<file path="config.mk">
export PLATFORM = sky130hd
export DESIGN_NAME = sarcs_sequencer
export DESIGN_NICKNAME = d
export VERILOG_FILES = /design/src/shared/sarcs_pkg.sv /design/src/rtl/sarcs_fifo.sv /design/src/rtl/sarcs_sequencer.sv
export SDC_FILE = /design/constraint.sdc
export NUM_CORES = 1
export LEC_CHECK = 0
export BUFFER_PORTS_ARGS = -buffer_cell sky130_fd_sc_hd__buf_4
export CAP_MARGIN = 20
export CORE_MARGIN = 5
export CORE_UTILIZATION = 62
export CTS_BUF_LIST = sky130_fd_sc_hd__clkbuf_16
export DETAILED_ROUTE_END_ITERATION = 12
export GPL_ROUTABILITY_DRIVEN = 0
export GPL_TIMING_DRIVEN = 0
export HOLD_SLACK_MARGIN = 0.1
export PLACE_DENSITY_LB_ADDON = 0.1
export SLEW_MARGIN = 20
export SYNTH_ARGS = -nofsm -noshare
export SYNTH_HDL_FRONTEND = slang
export SYNTH_HIERARCHICAL = 1
export SYNTH_SLANG_ARGS = --single-unit
</file>
<file path="constraint.sdc">
create_clock -name core_clk -period 12.2 [get_ports core_clk]
set_clock_uncertainty 0.05 [all_clocks]
set_input_delay 0.61 -clock core_clk [delete_from_list [all_inputs] [get_ports core_clk]]
set_output_delay 0.61 -clock core_clk [all_outputs]
set_load 0.01 [all_outputs]
</file>
<file path="src/shared/sarcs_pkg.sv">
package sarcs_pkg;
  // ----------------------------------------------------------------
  // geometry and codes
  // ----------------------------------------------------------------
  localparam int unsigned RES_BITS = 16;
  localparam logic [15:0] CODE_POS_SAT = 16'h7fff;
  localparam logic [15:0] CODE_NEG_SAT = 16'h8000;
  localparam logic [15:0] CODE_ZERO = 16'h0000;
  localparam logic [15:0] TRIAL_RESET = 16'h0000;
  // ----------------------------------------------------------------
  // timing
  // ----------------------------------------------------------------
  localparam int unsigned CLK_HZ = 40_000_000;
  localparam int unsigned MAX_RATE_SPS = 250_000;
  // longest cycle count allowed per conversion, rounded down
  localparam int unsigned CYCLES_PER_SAMPLE = CLK_HZ / MAX_RATE_SPS;
  localparam int unsigned SETTLE_CYCLES = 2;
  // powered cycles of one conversion: settle, move to ground, one per bit, done
  localparam int unsigned CONV_CYCLES = SETTLE_CYCLES + RES_BITS + 2;
  localparam int unsigned FIFO_DEPTH = 16;

  typedef enum logic [2:0] {
    SARCS_ACQ,
    SARCS_OPEN_GND,
    SARCS_TO_GND,
    SARCS_SEARCH,
    SARCS_DONE
  } sarcs_state_t;

  // switch array command; 0 = element on ground, 1 = element on reference
  typedef struct packed {
    logic pos_comparator_ground_switch;
    logic neg_comparator_ground_switch;
    logic inputs_connected;
    logic [15:0] pos_elem_ref;
    logic [15:0] neg_elem_ref;
  } sarcs_sw_t;

  typedef struct packed {
    logic [15:0] code;
    logic pos_sat;
    logic neg_sat;
  } sarcs_result_t;

  localparam int unsigned RESULT_W = $bits(sarcs_result_t);
endpackage : sarcs_pkg

</file>
<file path="src/rtl/sarcs_fifo.sv">
`timescale 1ns/1ps
`default_nettype none
module sarcs_fifo #(
  parameter int unsigned WIDTH = 18,
  parameter int unsigned DEPTH = 16
) (
  input wire logic core_clk,
  input wire logic rst,
  input wire logic in_valid,
  output logic in_ready,
  input wire logic [WIDTH-1:0] in_data,
  output logic out_valid,
  input wire logic out_ready,
  output logic [WIDTH-1:0] out_data
);
  localparam int unsigned AW = (DEPTH > 1) ? $clog2(DEPTH) : 1;
  initial begin
    if (DEPTH < 2 || (DEPTH & (DEPTH - 1)) != 0) $error("fifo depth must be a power of two");
  end
  logic [WIDTH-1:0] mem_q [DEPTH];
  logic [WIDTH-1:0] mem_d [DEPTH];
  logic [AW-1:0] wp_q, wp_d, rp_q, rp_d;
  logic [AW:0] cnt_q, cnt_d;
  logic push, pop;

  assign in_ready = (cnt_q != (AW+1)'(DEPTH));
  assign out_valid = (cnt_q != '0);
  assign out_data = mem_q[rp_q];
  assign push = in_valid && in_ready;
  assign pop = out_valid && out_ready;

  always_comb begin
    mem_d = mem_q;
    wp_d = wp_q;
    rp_d = rp_q;
    cnt_d = cnt_q;
    if (push) begin
      mem_d[wp_q] = in_data;
      wp_d = wp_q + 1'b1;
    end
    if (pop) begin
      rp_d = rp_q + 1'b1;
    end
    case ({push, pop})
      2'b10: cnt_d = cnt_q + 1'b1;
      2'b01: cnt_d = cnt_q - 1'b1;
      default: cnt_d = cnt_q;
    endcase
  end

  always_ff @(posedge core_clk or posedge rst) begin
    if (rst) begin
      wp_q <= '0;
      rp_q <= '0;
      cnt_q <= '0;
      for (int i = 0; i < DEPTH; i++) begin
        mem_q[i] <= '0;
      end
    end else begin
      wp_q <= wp_d;
      rp_q <= rp_d;
      cnt_q <= cnt_d;
      mem_q <= mem_d;
    end
  end

  a_fifo_count: assert property (@(posedge core_clk) disable iff (rst)
    cnt_q <= (AW+1)'(DEPTH)) else $error("fifo count beyond depth");
endmodule : sarcs_fifo
`default_nettype wire

</file>
<file path="src/rtl/sarcs_sequencer.sv">
`timescale 1ns/1ps
`default_nettype none
// Contract
// - strobe rise in acquisition starts conversion
// - acquisition: grounds closed, inputs connected
// - open grounds first, then arrays to ground
// - two 16-element arrays, one per side
// - MSB-first binary search by comparator decision
// - after search: acquire, code, completion flag
// - conversion timed by core clock only
// - 250 kSPS capable, power down between
// - result belongs to its own strobe
// - 16-bit two's complement output code
// - overrange clamps to 7fff
// - underrange clamps to 8000
// - started conversion ignores strobe
module sarcs_sequencer
  import sarcs_pkg::*;
#(
  parameter int unsigned BITS = RES_BITS,
  parameter int unsigned DEPTH = FIFO_DEPTH
) (
  input wire logic core_clk,
  input wire logic rst,
  input wire logic convert_strobe,
  input wire logic comp_pos_higher,
  output sarcs_sw_t sw,
  output logic busy,
  output logic powered_up,
  output logic conv_done,
  output logic result_valid,
  input wire logic result_ready,
  output logic [15:0] result_code,
  output logic result_pos_sat,
  output logic result_neg_sat,
  output logic sample_dropped
);
  initial begin
    if (BITS != RES_BITS) $error("array width fixed at sixteen elements");
    if (BITS + SETTLE_CYCLES + 2 > CYCLES_PER_SAMPLE) $error("conversion too slow for rate");
    if (SETTLE_CYCLES < 1 || SETTLE_CYCLES > 4) $error("settle count does not fit its counter");
    if (DEPTH < 2) $error("result buffer needs at least two entries");
  end

  // ----------------------------------------------------------------
  // input synchronisers
  // ----------------------------------------------------------------
  logic cnv_s1_q, cnv_s2_q, cnv_s3_q;
  logic cmp_s1_q, cmp_s2_q;
  logic cnv_rise;

  always_ff @(posedge core_clk or posedge rst) begin
    if (rst) begin
      cnv_s1_q <= 1'b0;
      cnv_s2_q <= 1'b0;
      cnv_s3_q <= 1'b0;
      cmp_s1_q <= 1'b0;
      cmp_s2_q <= 1'b0;
    end else begin
      cnv_s1_q <= convert_strobe;
      cnv_s2_q <= cnv_s1_q;
      cnv_s3_q <= cnv_s2_q;
      cmp_s1_q <= comp_pos_higher;
      cmp_s2_q <= cmp_s1_q;
    end
  end
  assign cnv_rise = cnv_s2_q && !cnv_s3_q;

  // ----------------------------------------------------------------
  // clamp and code forming
  // ----------------------------------------------------------------
  // the search runs on offset binary; flipping the msb gives two's complement
  function automatic sarcs_result_t form_code(input logic [15:0] trial);
    sarcs_result_t r;
    r.code = {~trial[15], trial[14:0]};
    r.pos_sat = (r.code == CODE_POS_SAT);
    r.neg_sat = (r.code == CODE_NEG_SAT);
    return r;
  endfunction : form_code

  // ----------------------------------------------------------------
  // sequencer
  // ----------------------------------------------------------------
  sarcs_state_t st_q, st_d;
  logic [15:0] trial_q, trial_d;
  logic [3:0] bit_q, bit_d;
  logic [1:0] settle_q, settle_d;
  logic done_q, done_d;
  sarcs_result_t res_q, res_d;
  logic push;
  logic fifo_ready;
  logic drop_q, drop_d;

  always_comb begin
    st_d = st_q;
    trial_d = trial_q;
    bit_d = bit_q;
    settle_d = settle_q;
    done_d = 1'b0;
    res_d = res_q;
    drop_d = 1'b0;
    case (st_q)
      SARCS_ACQ: begin
        if (cnv_rise) begin
          st_d = SARCS_OPEN_GND;
          settle_d = 2'(SETTLE_CYCLES - 1);
        end
      end
      SARCS_OPEN_GND: begin
        // hold grounds open before moving the arrays, keeps the held charge intact
        if (settle_q == 2'd0) begin
          st_d = SARCS_TO_GND;
        end else begin
          settle_d = settle_q - 2'd1;
        end
      end
      SARCS_TO_GND: begin
        st_d = SARCS_SEARCH;
        bit_d = 4'(BITS - 1);
        trial_d = 16'h8000;
      end
      SARCS_SEARCH: begin
        // one decision per cycle, internal clock only, strobe ignored
        trial_d[bit_q] = cmp_s2_q;
        if (bit_q == 4'd0) begin
          st_d = SARCS_DONE;
        end else begin
          bit_d = bit_q - 4'd1;
          trial_d[bit_q - 4'd1] = 1'b1;
        end
      end
      SARCS_DONE: begin
        res_d = form_code(trial_q);
        done_d = 1'b1;
        drop_d = !fifo_ready;
        st_d = SARCS_ACQ;
      end
      default: st_d = SARCS_ACQ;
    endcase
  end

  always_ff @(posedge core_clk or posedge rst) begin
    if (rst) begin
      st_q <= SARCS_ACQ;
      trial_q <= TRIAL_RESET;
      bit_q <= '0;
      settle_q <= '0;
      done_q <= 1'b0;
      res_q <= '0;
      drop_q <= 1'b0;
    end else begin
      st_q <= st_d;
      trial_q <= trial_d;
      bit_q <= bit_d;
      settle_q <= settle_d;
      done_q <= done_d;
      res_q <= res_d;
      drop_q <= drop_d;
    end
  end

  // ----------------------------------------------------------------
  // switch drive
  // ----------------------------------------------------------------
  always_comb begin
    sw.pos_comparator_ground_switch = (st_q == SARCS_ACQ) || (st_q == SARCS_DONE);
    sw.neg_comparator_ground_switch = sw.pos_comparator_ground_switch;
    sw.inputs_connected = (st_q == SARCS_ACQ) || (st_q == SARCS_OPEN_GND) || (st_q == SARCS_DONE);
    // both arrays get the same trial word mirrored in polarity
    sw.pos_elem_ref = (st_q == SARCS_SEARCH) ? trial_q : '0;
    sw.neg_elem_ref = (st_q == SARCS_SEARCH) ? ~trial_q : '0;
  end

  assign busy = (st_q != SARCS_ACQ);
  // analog core powered only while converting
  assign powered_up = busy;
  assign conv_done = done_q;
  assign sample_dropped = drop_q;
  // a result flagged as dropped is never pushed, even if a pop frees room meanwhile
  assign push = done_q && !drop_q;

  // ----------------------------------------------------------------
  // result buffer; a full buffer loses the newest code, flagged by sample_dropped
  // ----------------------------------------------------------------
  logic [RESULT_W-1:0] fifo_out;
  sarcs_result_t fifo_res;
  sarcs_fifo #(.WIDTH(RESULT_W), .DEPTH(DEPTH)) u_fifo (
    .core_clk(core_clk),
    .rst(rst),
    .in_valid(push),
    .in_ready(fifo_ready),
    .in_data(res_q),
    .out_valid(result_valid),
    .out_ready(result_ready),
    .out_data(fifo_out)
  );
  assign fifo_res = sarcs_result_t'(fifo_out);
  assign result_code = fifo_res.code;
  assign result_pos_sat = fifo_res.pos_sat;
  assign result_neg_sat = fifo_res.neg_sat;

  // ----------------------------------------------------------------
  // check helpers
  // ----------------------------------------------------------------
  // counters read only by the checks; they decode the state on their own so that
  // a fault in the sequencer's own counters cannot hide behind itself
  logic [5:0] pwr_cnt_q, pwr_cnt_d;
  logic [4:0] srch_cnt_q, srch_cnt_d;
  logic [7:0] gap_q, gap_d;
  logic [7:0] starts_q, starts_d;
  logic [7:0] results_q, results_d;
  logic start_taken;

  assign start_taken = (st_q == SARCS_ACQ) && cnv_rise;

  always_comb begin
    pwr_cnt_d = 6'h00;
    srch_cnt_d = 5'h00;
    gap_d = gap_q;
    starts_d = starts_q;
    results_d = results_q;
    if (powered_up) begin
      pwr_cnt_d = (pwr_cnt_q == 6'h3f) ? pwr_cnt_q : pwr_cnt_q + 6'h01;
    end
    if (st_q == SARCS_SEARCH) begin
      srch_cnt_d = (srch_cnt_q == 5'h1f) ? srch_cnt_q : srch_cnt_q + 5'h01;
    end
    // spacing saturates, so an idle stretch of any length reads as long enough
    if (start_taken) begin
      gap_d = 8'h00;
      starts_d = starts_q + 8'h01;
    end else if (gap_q != 8'hff) begin
      gap_d = gap_q + 8'h01;
    end
    if (conv_done) begin
      results_d = results_q + 8'h01;
    end
  end

  always_ff @(posedge core_clk or posedge rst) begin
    if (rst) begin
      pwr_cnt_q <= 6'h00;
      srch_cnt_q <= 5'h00;
      gap_q <= 8'hff;
      starts_q <= 8'h00;
      results_q <= 8'h00;
    end else begin
      pwr_cnt_q <= pwr_cnt_d;
      srch_cnt_q <= srch_cnt_d;
      gap_q <= gap_d;
      starts_q <= starts_d;
      results_q <= results_d;
    end
  end

  // ----------------------------------------------------------------
  // checks
  // ----------------------------------------------------------------
  // start of a conversion and the switch order
  a_start_conv: assert property (@(posedge core_clk) disable iff (rst)
    (st_q == SARCS_ACQ && cnv_rise) |=> st_q == SARCS_OPEN_GND)
    else $error("strobe did not start");
  a_acq_switches: assert property (@(posedge core_clk) disable iff (rst)
    st_q == SARCS_ACQ |-> sw.pos_comparator_ground_switch && sw.neg_comparator_ground_switch
      && sw.inputs_connected) else $error("acq switches");
  a_acq_elems_idle: assert property (@(posedge core_clk) disable iff (rst)
    st_q == SARCS_ACQ |-> (sw.pos_elem_ref | sw.neg_elem_ref) == 16'h0000)
    else $error("elements not idle");
  a_ground_first: assert property (@(posedge core_clk) disable iff (rst)
    $rose(busy) |-> !sw.pos_comparator_ground_switch && sw.inputs_connected)
    else $error("order wrong");
  a_open_before_move: assert property (@(posedge core_clk) disable iff (rst)
    $fell(sw.inputs_connected) |-> !$past(sw.pos_comparator_ground_switch)
      && !$past(sw.neg_comparator_ground_switch)) else $error("arrays moved before grounds opened");
  a_arrays_grounded: assert property (@(posedge core_clk) disable iff (rst)
    st_q inside {SARCS_TO_GND, SARCS_SEARCH} |-> !sw.inputs_connected
      && !sw.pos_comparator_ground_switch && !sw.neg_comparator_ground_switch) else $error("arrays not on ground");

  // binary search
  a_neg_mirror: assert property (@(posedge core_clk) disable iff (rst)
    st_q == SARCS_SEARCH |-> sw.neg_elem_ref == ~sw.pos_elem_ref)
    else $error("arrays differ");
  a_msb_first: assert property (@(posedge core_clk) disable iff (rst)
    st_q == SARCS_TO_GND |=> trial_q == 16'h8000 && bit_q == 4'd15)
    else $error("search start");
  a_trial_probe: assert property (@(posedge core_clk) disable iff (rst)
    st_q == SARCS_SEARCH |-> trial_q[bit_q] && ((trial_q & ((16'h0001 << bit_q) - 16'h0001)) == 16'h0000))
    else $error("trial bit not probed");
  a_bit_kept: assert property (@(posedge core_clk) disable iff (rst)
    st_q == SARCS_SEARCH |=> trial_q[$past(bit_q)] == $past(cmp_s2_q))
    else $error("decision not kept");
  a_conv_len: assert property (@(posedge core_clk) disable iff (rst)
    $rose(busy) |-> busy [*8] ##1 busy [*8] ##1 busy [*4] ##1 (conv_done && !busy))
    else $error("conversion length");
  a_search_len: assert property (@(posedge core_clk) disable iff (rst)
    st_q == SARCS_SEARCH |-> srch_cnt_q < 5'(BITS))
    else $error("search too long");
  a_search_count: assert property (@(posedge core_clk) disable iff (rst)
    st_q == SARCS_DONE |-> srch_cnt_q == 5'(BITS))
    else $error("wrong number of decisions");

  // power and rate
  a_done_idle: assert property (@(posedge core_clk) disable iff (rst)
    conv_done |-> st_q == SARCS_ACQ && !powered_up)
    else $error("not idle after");
  a_power_window: assert property (@(posedge core_clk) disable iff (rst)
    powered_up |-> pwr_cnt_q < 6'(CONV_CYCLES))
    else $error("powered too long");
  a_power_count: assert property (@(posedge core_clk) disable iff (rst)
    conv_done |-> pwr_cnt_q == 6'(CONV_CYCLES))
    else $error("powered cycles per conversion");
  a_start_spacing: assert property (@(posedge core_clk) disable iff (rst)
    start_taken |-> gap_q >= 8'(CONV_CYCLES))
    else $error("start inside running conversion");
  a_no_restart: assert property (@(posedge core_clk) disable iff (rst)
    st_q == SARCS_SEARCH |=> st_q inside {SARCS_SEARCH, SARCS_DONE})
    else $error("aborted");
  a_strobe_ignored: assert property (@(posedge core_clk) disable iff (rst)
    st_q inside {SARCS_TO_GND, SARCS_SEARCH, SARCS_DONE} && cnv_rise |=> st_q != SARCS_OPEN_GND)
    else $error("strobe restarted conversion");

  // result forming
  a_code_map: assert property (@(posedge core_clk) disable iff (rst)
    st_q == SARCS_DONE |=> res_q.code == {~$past(trial_q[15]), $past(trial_q[14:0])})
    else $error("code");
  a_sat_flags: assert property (@(posedge core_clk) disable iff (rst)
    conv_done |-> res_q.pos_sat == (res_q.code == 16'h7fff) && res_q.neg_sat == (res_q.code == 16'h8000))
    else $error("sat flags");
  a_one_in_flight: assert property (@(posedge core_clk) disable iff (rst)
    8'(starts_q - results_q) <= 8'd1)
    else $error("more than one sample in flight");
  a_result_count: assert property (@(posedge core_clk) disable iff (rst)
    conv_done |-> 8'(starts_q - results_q) == 8'd1)
    else $error("result without its start");
  a_drop_with_done: assert property (@(posedge core_clk) disable iff (rst)
    sample_dropped |-> conv_done)
    else $error("drop outside completion");

  c_conv: cover property (@(posedge core_clk) disable iff (rst) conv_done);
  c_pos_sat: cover property (@(posedge core_clk) disable iff (rst) conv_done && res_q.pos_sat);
  c_neg_sat: cover property (@(posedge core_clk) disable iff (rst) conv_done && res_q.neg_sat);
  c_drop: cover property (@(posedge core_clk) disable iff (rst) sample_dropped);
  c_strobe_ignored: cover property (@(posedge core_clk) disable iff (rst) busy && cnv_rise);
endmodule : sarcs_sequencer
`default_nettype wire

</file>
---- Yosys cells after proc, flatten, opt, wreduce, memory -nomap -nowiden ----
Index checks and enable logic that the tools add are counted.
storage, ports and cells
  flip-flop bits (word level) ............. 351
  input port bits ......................... 5
  output and inout bits ................... 58
  logic and storage cells ................. 116
cells by class
  $add $sub $neg .......................... 6
  order comparisons ....................... 7
  equality and inequality tests ........... 14
  mux-type cells .......................... 27
  bitwise operators ....................... 5
  reduce and logical (&&, ||, !) cells .... 24
operators with widths
  cell                                                                                 number
  288-bit bitwise mux                                                                  1
  18-bit binary-select mux with 4-bit select                                           1
  18-bit demux with 4-bit select                                                       1
  18-bit 2-to-1 mux                                                                    3
  16-bit 2-to-1 mux                                                                    3
  16-bit case mux with 2 select lines                                                  1
  16-bit bitwise mux                                                                   1
  16-bit by 15-bit equality test with 1-bit output, second input constant              1
  16-bit equality test, second input constant                                          1
  16-bit inverter                                                                      1
  16-bit bitwise OR                                                                    1
  3-bit case mux with 4 select lines                                                   1
  5-bit greater-or-equal comparator, second input constant                             2
  4-bit by 5-bit less-than comparator with 1-bit output, second input constant         2
  2-bit inequality test, second input constant                                         5
  4-bit inverter with 5-bit output                                                     2
  5-bit case mux with 2 select lines                                                   1
  3-bit 2-to-1 mux                                                                     3
  4-bit by 1-bit adder with 4-bit output, second input constant                        2
  1-bit demux with 4-bit select                                                        2
  4-bit by 1-bit greater-or-equal comparator with 1-bit output, second input constant  2
  4-bit case mux with 2 select lines                                                   1
  1-bit logical AND                                                                    7
  3-bit by 2-bit equality test with 1-bit output, second input constant                2
  other kinds (25)                                                                     36

---- Longest topological paths before layout ----
  depth in word-level cells ............... 8
  depth in mapped cells ................... 11
  mapped depth without buffers ............ 10

---- Cells and area by module ----
Netlist, hierarchy kept.
by module, submodules not included
  module           instances  cells each  area an instance (um^2)  seq. area each (um^2)
  sarcs_fifo       1          931         13858.3                  7532.2
  sarcs_sequencer  1          332         2880.3                   1251.2

---- Worst setup path before layout ----
No wires, ideal clock.
  kind .................................... register to register
  from .................................... reg u_fifo.cnt_q[3]
  to ...................................... reg u_fifo.cnt_q[4]
  data arrival time ....................... 2314 ps
  path slack .............................. 9756 ps
  stages on the path, launching flop included .. 9
  path buffers ............................ 0
  cells stage by stage .................... dfrtp_1 > nor4_4 > a21boi_1 > ha_1 > fa_1 > a21o_1 > a21oi_1 > mux2i_1 > xnor2_1
on the way
  word-level cells in the longest chain between the ends .. 4
  elaborated cells on any way between the ends .. 10
RTL lines
  item                                                                                          line              RTL
  start, declared                                                                               sarcs_fifo.sv:23  logic [AW:0] cnt_q, cnt_d;
  start signal, assigned                                                                        sarcs_fifo.sv:62  cnt_q <= cnt_d;
  5-bit nonzero test *                                                                          sarcs_fifo.sv:27  assign out_valid = (cnt_q != '0);
  1-bit logical AND *                                                                           sarcs_fifo.sv:30  assign pop = out_valid && out_ready;
  via u_fifo.pop                                                                                sarcs_fifo.sv:24  logic push, pop;
  2-bit by 1-bit equality test with 1-bit output / 2-bit equality test (equally long branches)  sarcs_fifo.sv:44  case ({push, pop})
  5-bit case mux with 2 select lines / 2-bit nonzero test (equally long branches)               n/a
Mark *: on every way through the listed nets, which the timed path passes. The rest lies on a longest branch.
A chain may end at the register's enable or synchronous reset.

---- Final worst setup path ----
  from .................................... reg u_fifo.rp_q[1]
  to ...................................... out result_code[7]
on the way
  word-level cells in the longest chain between the ends .. 4
RTL lines
  item                                                    line                   RTL
  start, declared                                         sarcs_fifo.sv:22       logic [AW-1:0] wp_q, wp_d, rp_q, rp_d;
  start signal, assigned                                  sarcs_fifo.sv:61       rp_q <= rp_d;
  4-bit inverter with 5-bit output (implied by the code)  sarcs_fifo.sv:28       assign out_data = mem_q[rp_q];
  18-bit binary-select mux with 4-bit select              sarcs_fifo.sv:28
  18-bit 2-to-1 mux (implied by the code) (2 in a row)    sarcs_fifo.sv:28
  end, declared                                           sarcs_sequencer.sv:33  output logic [15:0] result_code,
No other way between the ends. The select of a mux whose other input is x is not followed.

==> metrics.log <==
INFO  metric synth_edf_count = 0
INFO  metric htree_levels = 2
INFO  metric synth-simple-area-share = 6.847%
INFO  metric floorplan.initialDensity = 62.46%
INFO  metric clk-insertion-delay-late = roughly 0.51 ns
INFO  metric cp_data_arrival_time = 2.99 ns
INFO  metric ff2ff_setup_slack = 9.20 ns
INFO  metric final_slew_viol_count = 0
INFO  metric post_synth_inst_count = ~1300
INFO  metric synth.ff_latch_count = 351
INFO  metric die-height = 174.3 µm
INFO  metric multi_input_area = roughly 7400 µm²
INFO  metric detail-route-antenna-nets = 0
INFO  metric die-area = between 30000 and 40000 µm²
INFO  metric post_cts_hold_buffer_count = 0
INFO  metric avgSynthCellArea = between 10 and 15 µm²
INFO  metric detail_route.drc_violations = 0
INFO  metric grt_setup_unrepaired = no
INFO  metric layout_worst_path_cycle_share = approximately 30%
INFO  metric area_growth = 13.07%
INFO  metric drt_pass1_iterations = 4
INFO  metric synth-xor-area-share = less than 1%
INFO  metric maximum_number_of_pins_on_one_net_before_global_route_repair = 109
INFO  metric cts.repair.resized = 0
INFO  metric core = 26800 µm²
INFO  metric cts-root-buf = clkbuf_16
INFO  metric post-route-min-period = about 3.6 ns
INFO  metric worst_hold_path_type = primary input to flop
INFO  metric antenna_found_initial = 0
INFO  metric synth-warning-count = 6
INFO  metric cp_slowest_stage_delay = 0.58 ns
INFO  metric criticalPathCategory = flop to primary output
INFO  metric final_critical_path_setup_slack = ~8.6 ns
INFO  metric detailedRoute.firstIterationViolations = 860
INFO  metric yosys.area_share.adder = around 1.5%
INFO  metric drt-total-wl = approximately 38 mm
INFO  metric tritoncts = yes
INFO  metric dominantRegCellSynth = dfrtp_1
INFO  metric globalRoute.totalOverflow = 0
INFO  metric synth.most_common_cell = dfrtp_1
INFO  metric cts_sinks = around 350
INFO  metric dp_slack = ~9.2 ns
INFO  metric post_synth_instance_area = 16740 µm²
INFO  metric startpoint_type = flop
INFO  metric total_global_routing_track_utilization = 25.76%
INFO  metric antenna_cells = 0
INFO  metric fin_setup_tns = 0 ns
INFO  metric fmax = between 0.2 and 0.3 GHz
INFO  metric muxShareOfSynthArea = slightly below 30%
INFO  metric number_of_vias_in_the_routed_layout = approximately 11000
INFO  metric place_area = 17720 µm²
INFO  metric vias_in_the_first_global_route = between 10000 and 15000
INFO  metric synth_commonest_cells = dfrtp_1, mux2_2, nand2_1, mux2i_1, clkbuf_1
INFO  metric fin_total_pwr = roughly 3.6 mW
INFO  metric ios = between 60 and 70
INFO  metric reg2regPathDepth = 8
INFO  metric wl_per_cell = ~22 µm
INFO  metric pwr_density_cell = 190.8 nW/µm²
INFO  metric sequential_cell_area = 8783 µm²
INFO  metric fillers = ~1900
INFO  metric synth.yosys.seq_area_share = between 50% and 60%
INFO  metric synth_async_sr_flop_share = 100.0%
INFO  metric setup_viol_count_final = 0
INFO  metric tightest_slew = roughly 0.92 ns
INFO  metric cellLeakagePower = between 9 and 10 nW
INFO  metric final_design_area_no_fill = between 15000 and 20000 µm²
INFO  metric worst_r2r_endpoint = u_fifo/cnt_q[4]
INFO  metric finalHoldViolCount = 0
INFO  metric final_nets = approximately 1400
INFO  metric hold_slack = between 0.15 and 0.2 ns
INFO  metric worst_ir_drop_on_vdd = approximately 150 µV
INFO  metric synth-compound-area-share = under 10%
INFO  metric path_cells = clkbuf_1 -> buf_1 -> mux4_2 -> a22oi_1 -> nand2_1 -> buf_4
INFO  metric cap_viol_max_count = 0
INFO  metric timing.hold.worst_endpoint = cmp_s1_q
INFO  metric die-width = roughly 170 µm
INFO  metric worst_setup_hold_path_clk_slew = approximately 0.06 ns
INFO  metric tritoncts.num_buffers = 38
INFO  metric worstPathRequired = ~12 ns
INFO  metric grt_pass1_wl = between 60 and 70 mm
INFO  metric fp-row-count = 60
INFO  metric slew_headroom = about 39%
INFO  metric yosysTopAreaCell = dfrtp_1
INFO  metric synth.top_cells.by_area = dfrtp_1, mux2_2, mux4_2
INFO  metric worstSetupEndpointType = primary output
INFO  metric outcome = finished, final reports clean
INFO  metric crit_slowest_cell = buf_1
INFO  metric clock_tree_buffer_depth = 3
INFO  metric mappedNetlistNets = roughly 1300
INFO  metric place_hpwl = around 27 mm
INFO  metric hold_depth = 1
INFO  metric share_of_post_route_cells_with_drive_strength_above_1 = between 30% and 40%
INFO  metric post_drt_via_cell_ratio = between 6 and 7
INFO  metric postCtsSetupRepairBufs = 0
INFO  metric main_combinational_cell_family_by_area_after_synthesis = multiplexers
INFO  metric port_buffers = between 60 and 70
INFO  metric worstHoldStart = comp_pos_higher
INFO  metric rr_startpoint = u_fifo/cnt_q[0]
INFO  metric crit_path_max_fanout = 10
INFO  metric netlist-cell-type-count = between 60 and 70
INFO  metric synth.top_cell.area_share = between 50% and 60%
how the worst max path moves through the flow:
stage,depth (start not counted),end,slack (ns),startpoint
detailed placement,6,result_code[7],9.15,u_fifo/rp_q[1]
CTS,6,result_code[7],8.57,u_fifo/rp_q[1]
global placement,2,u_fifo/mem_q[183],0.03,rst
floorplan,1,u_fifo/cnt_q[0],3.22,rst
global route,6,result_code[7],8.47,u_fifo/rp_q[1]
finish,6,result_code[7],8.55,u_fifo/rp_q[1]
metal layers:
metal | vias to the layer above | part of all wire (%) | track usage (%)
met1 | 5484 | 44 | 36.61
met3 | 61 | 4.9 | 3.371
met2 | 289 | 49 | 42.57
met5 | - | 0 | 0
met4 | 0 | 2.2 | 6.664
li1 | 4851 | - | -
cells by family after synthesis:
family / after synthesis
multiplexers: 411
flip-flops: 351
AND/OR/NAND/NOR: 218
AO/OA/AOI/OAI: 145
buffers and inverters: 109
adder cells (fa/ha/maj): 19
XOR/XNOR: 10
report_power, final:
group          switching, mW  internal (mW)  total, mW  leakage, nW
logic                  0.694          0.473       1.17         3.98
registers              0.111           1.22       1.33         4.83
clock network          0.446          0.664       1.11        0.626
total                   1.25           2.36       3.61         9.43
registers in the layout, summed over array words and instances, names as in the netlist:
signal          flops
u_fifo/rp_q         4
u_fifo/mem_q      288
trial_q            16
u_fifo/cnt_q        5
cmp_s1_q            1
u_fifo/wp_q         4
bit_q               4
conv_done           1
st_q                3
sample_dropped      1
settle_q            2
cnv_s3_q            1
cnv_s2_q            1
cnv_s1_q            1
cmp_s2_q            1
res_q              18
critical path: cells and delay by family, from the launching register on:
family,cells,cell delay [ns]
muxes,1,0.44
buffers and inverters,3,1.26
AOI/OAI and AO/OA,1,0.22
and+or+nand+nor,1,0.15
DFF,1,0.40
area by class of cell:
cell class,count,area share [%]
inverter,16,0.3570
clock inverter,24,0.9454
multi-input combinational,803,39.27
buffer,93,2.446
clock buffer,41,5.421
tap,341,2.254
sequential,351,46.41
timing repair buffer,65,2.896
cells in the final DEF (no fill, tap or decap), drive strengths merged, types with 2 or more instances in the layout:
cell      n
nor4      7
bufinv    3
a21oi    17
clkbuf   84
a21boi    2
nand4     5
inv      24
or3b      2
a211oi    2
nand2    91
mux2i    80
a21o      3
a221oi   36
nor3b     3
nand2b    6
xor2      2
o221ai    5
clkinv   13
or3       2
a22oi    19
xnor2     8
buf     115
and3     21
a31oi     9
o21ai    32
nand3    15
o22ai     8
nor2b     8
nor3      4
ha       18
mux4     36
mux2    295
nor2     32
a32oi     6
dfrtp   351
and2     10
nand3b   10
metrics by stage:
| step | instances | utilization (%) |
|---|---|---|
| 2_1_floorplan | 1263 | - |
| 5_1_grt | 1734 | 70.62 |
| 3_3_place_gp | 1666 | 65.78 |
| 4_1_cts | 1734 | 70.62 |
| 3_5_place_dp | 1669 | 66.12 |
| 6_report | 1734 | 70.62 |
Power figures use the tool's default switching activity.
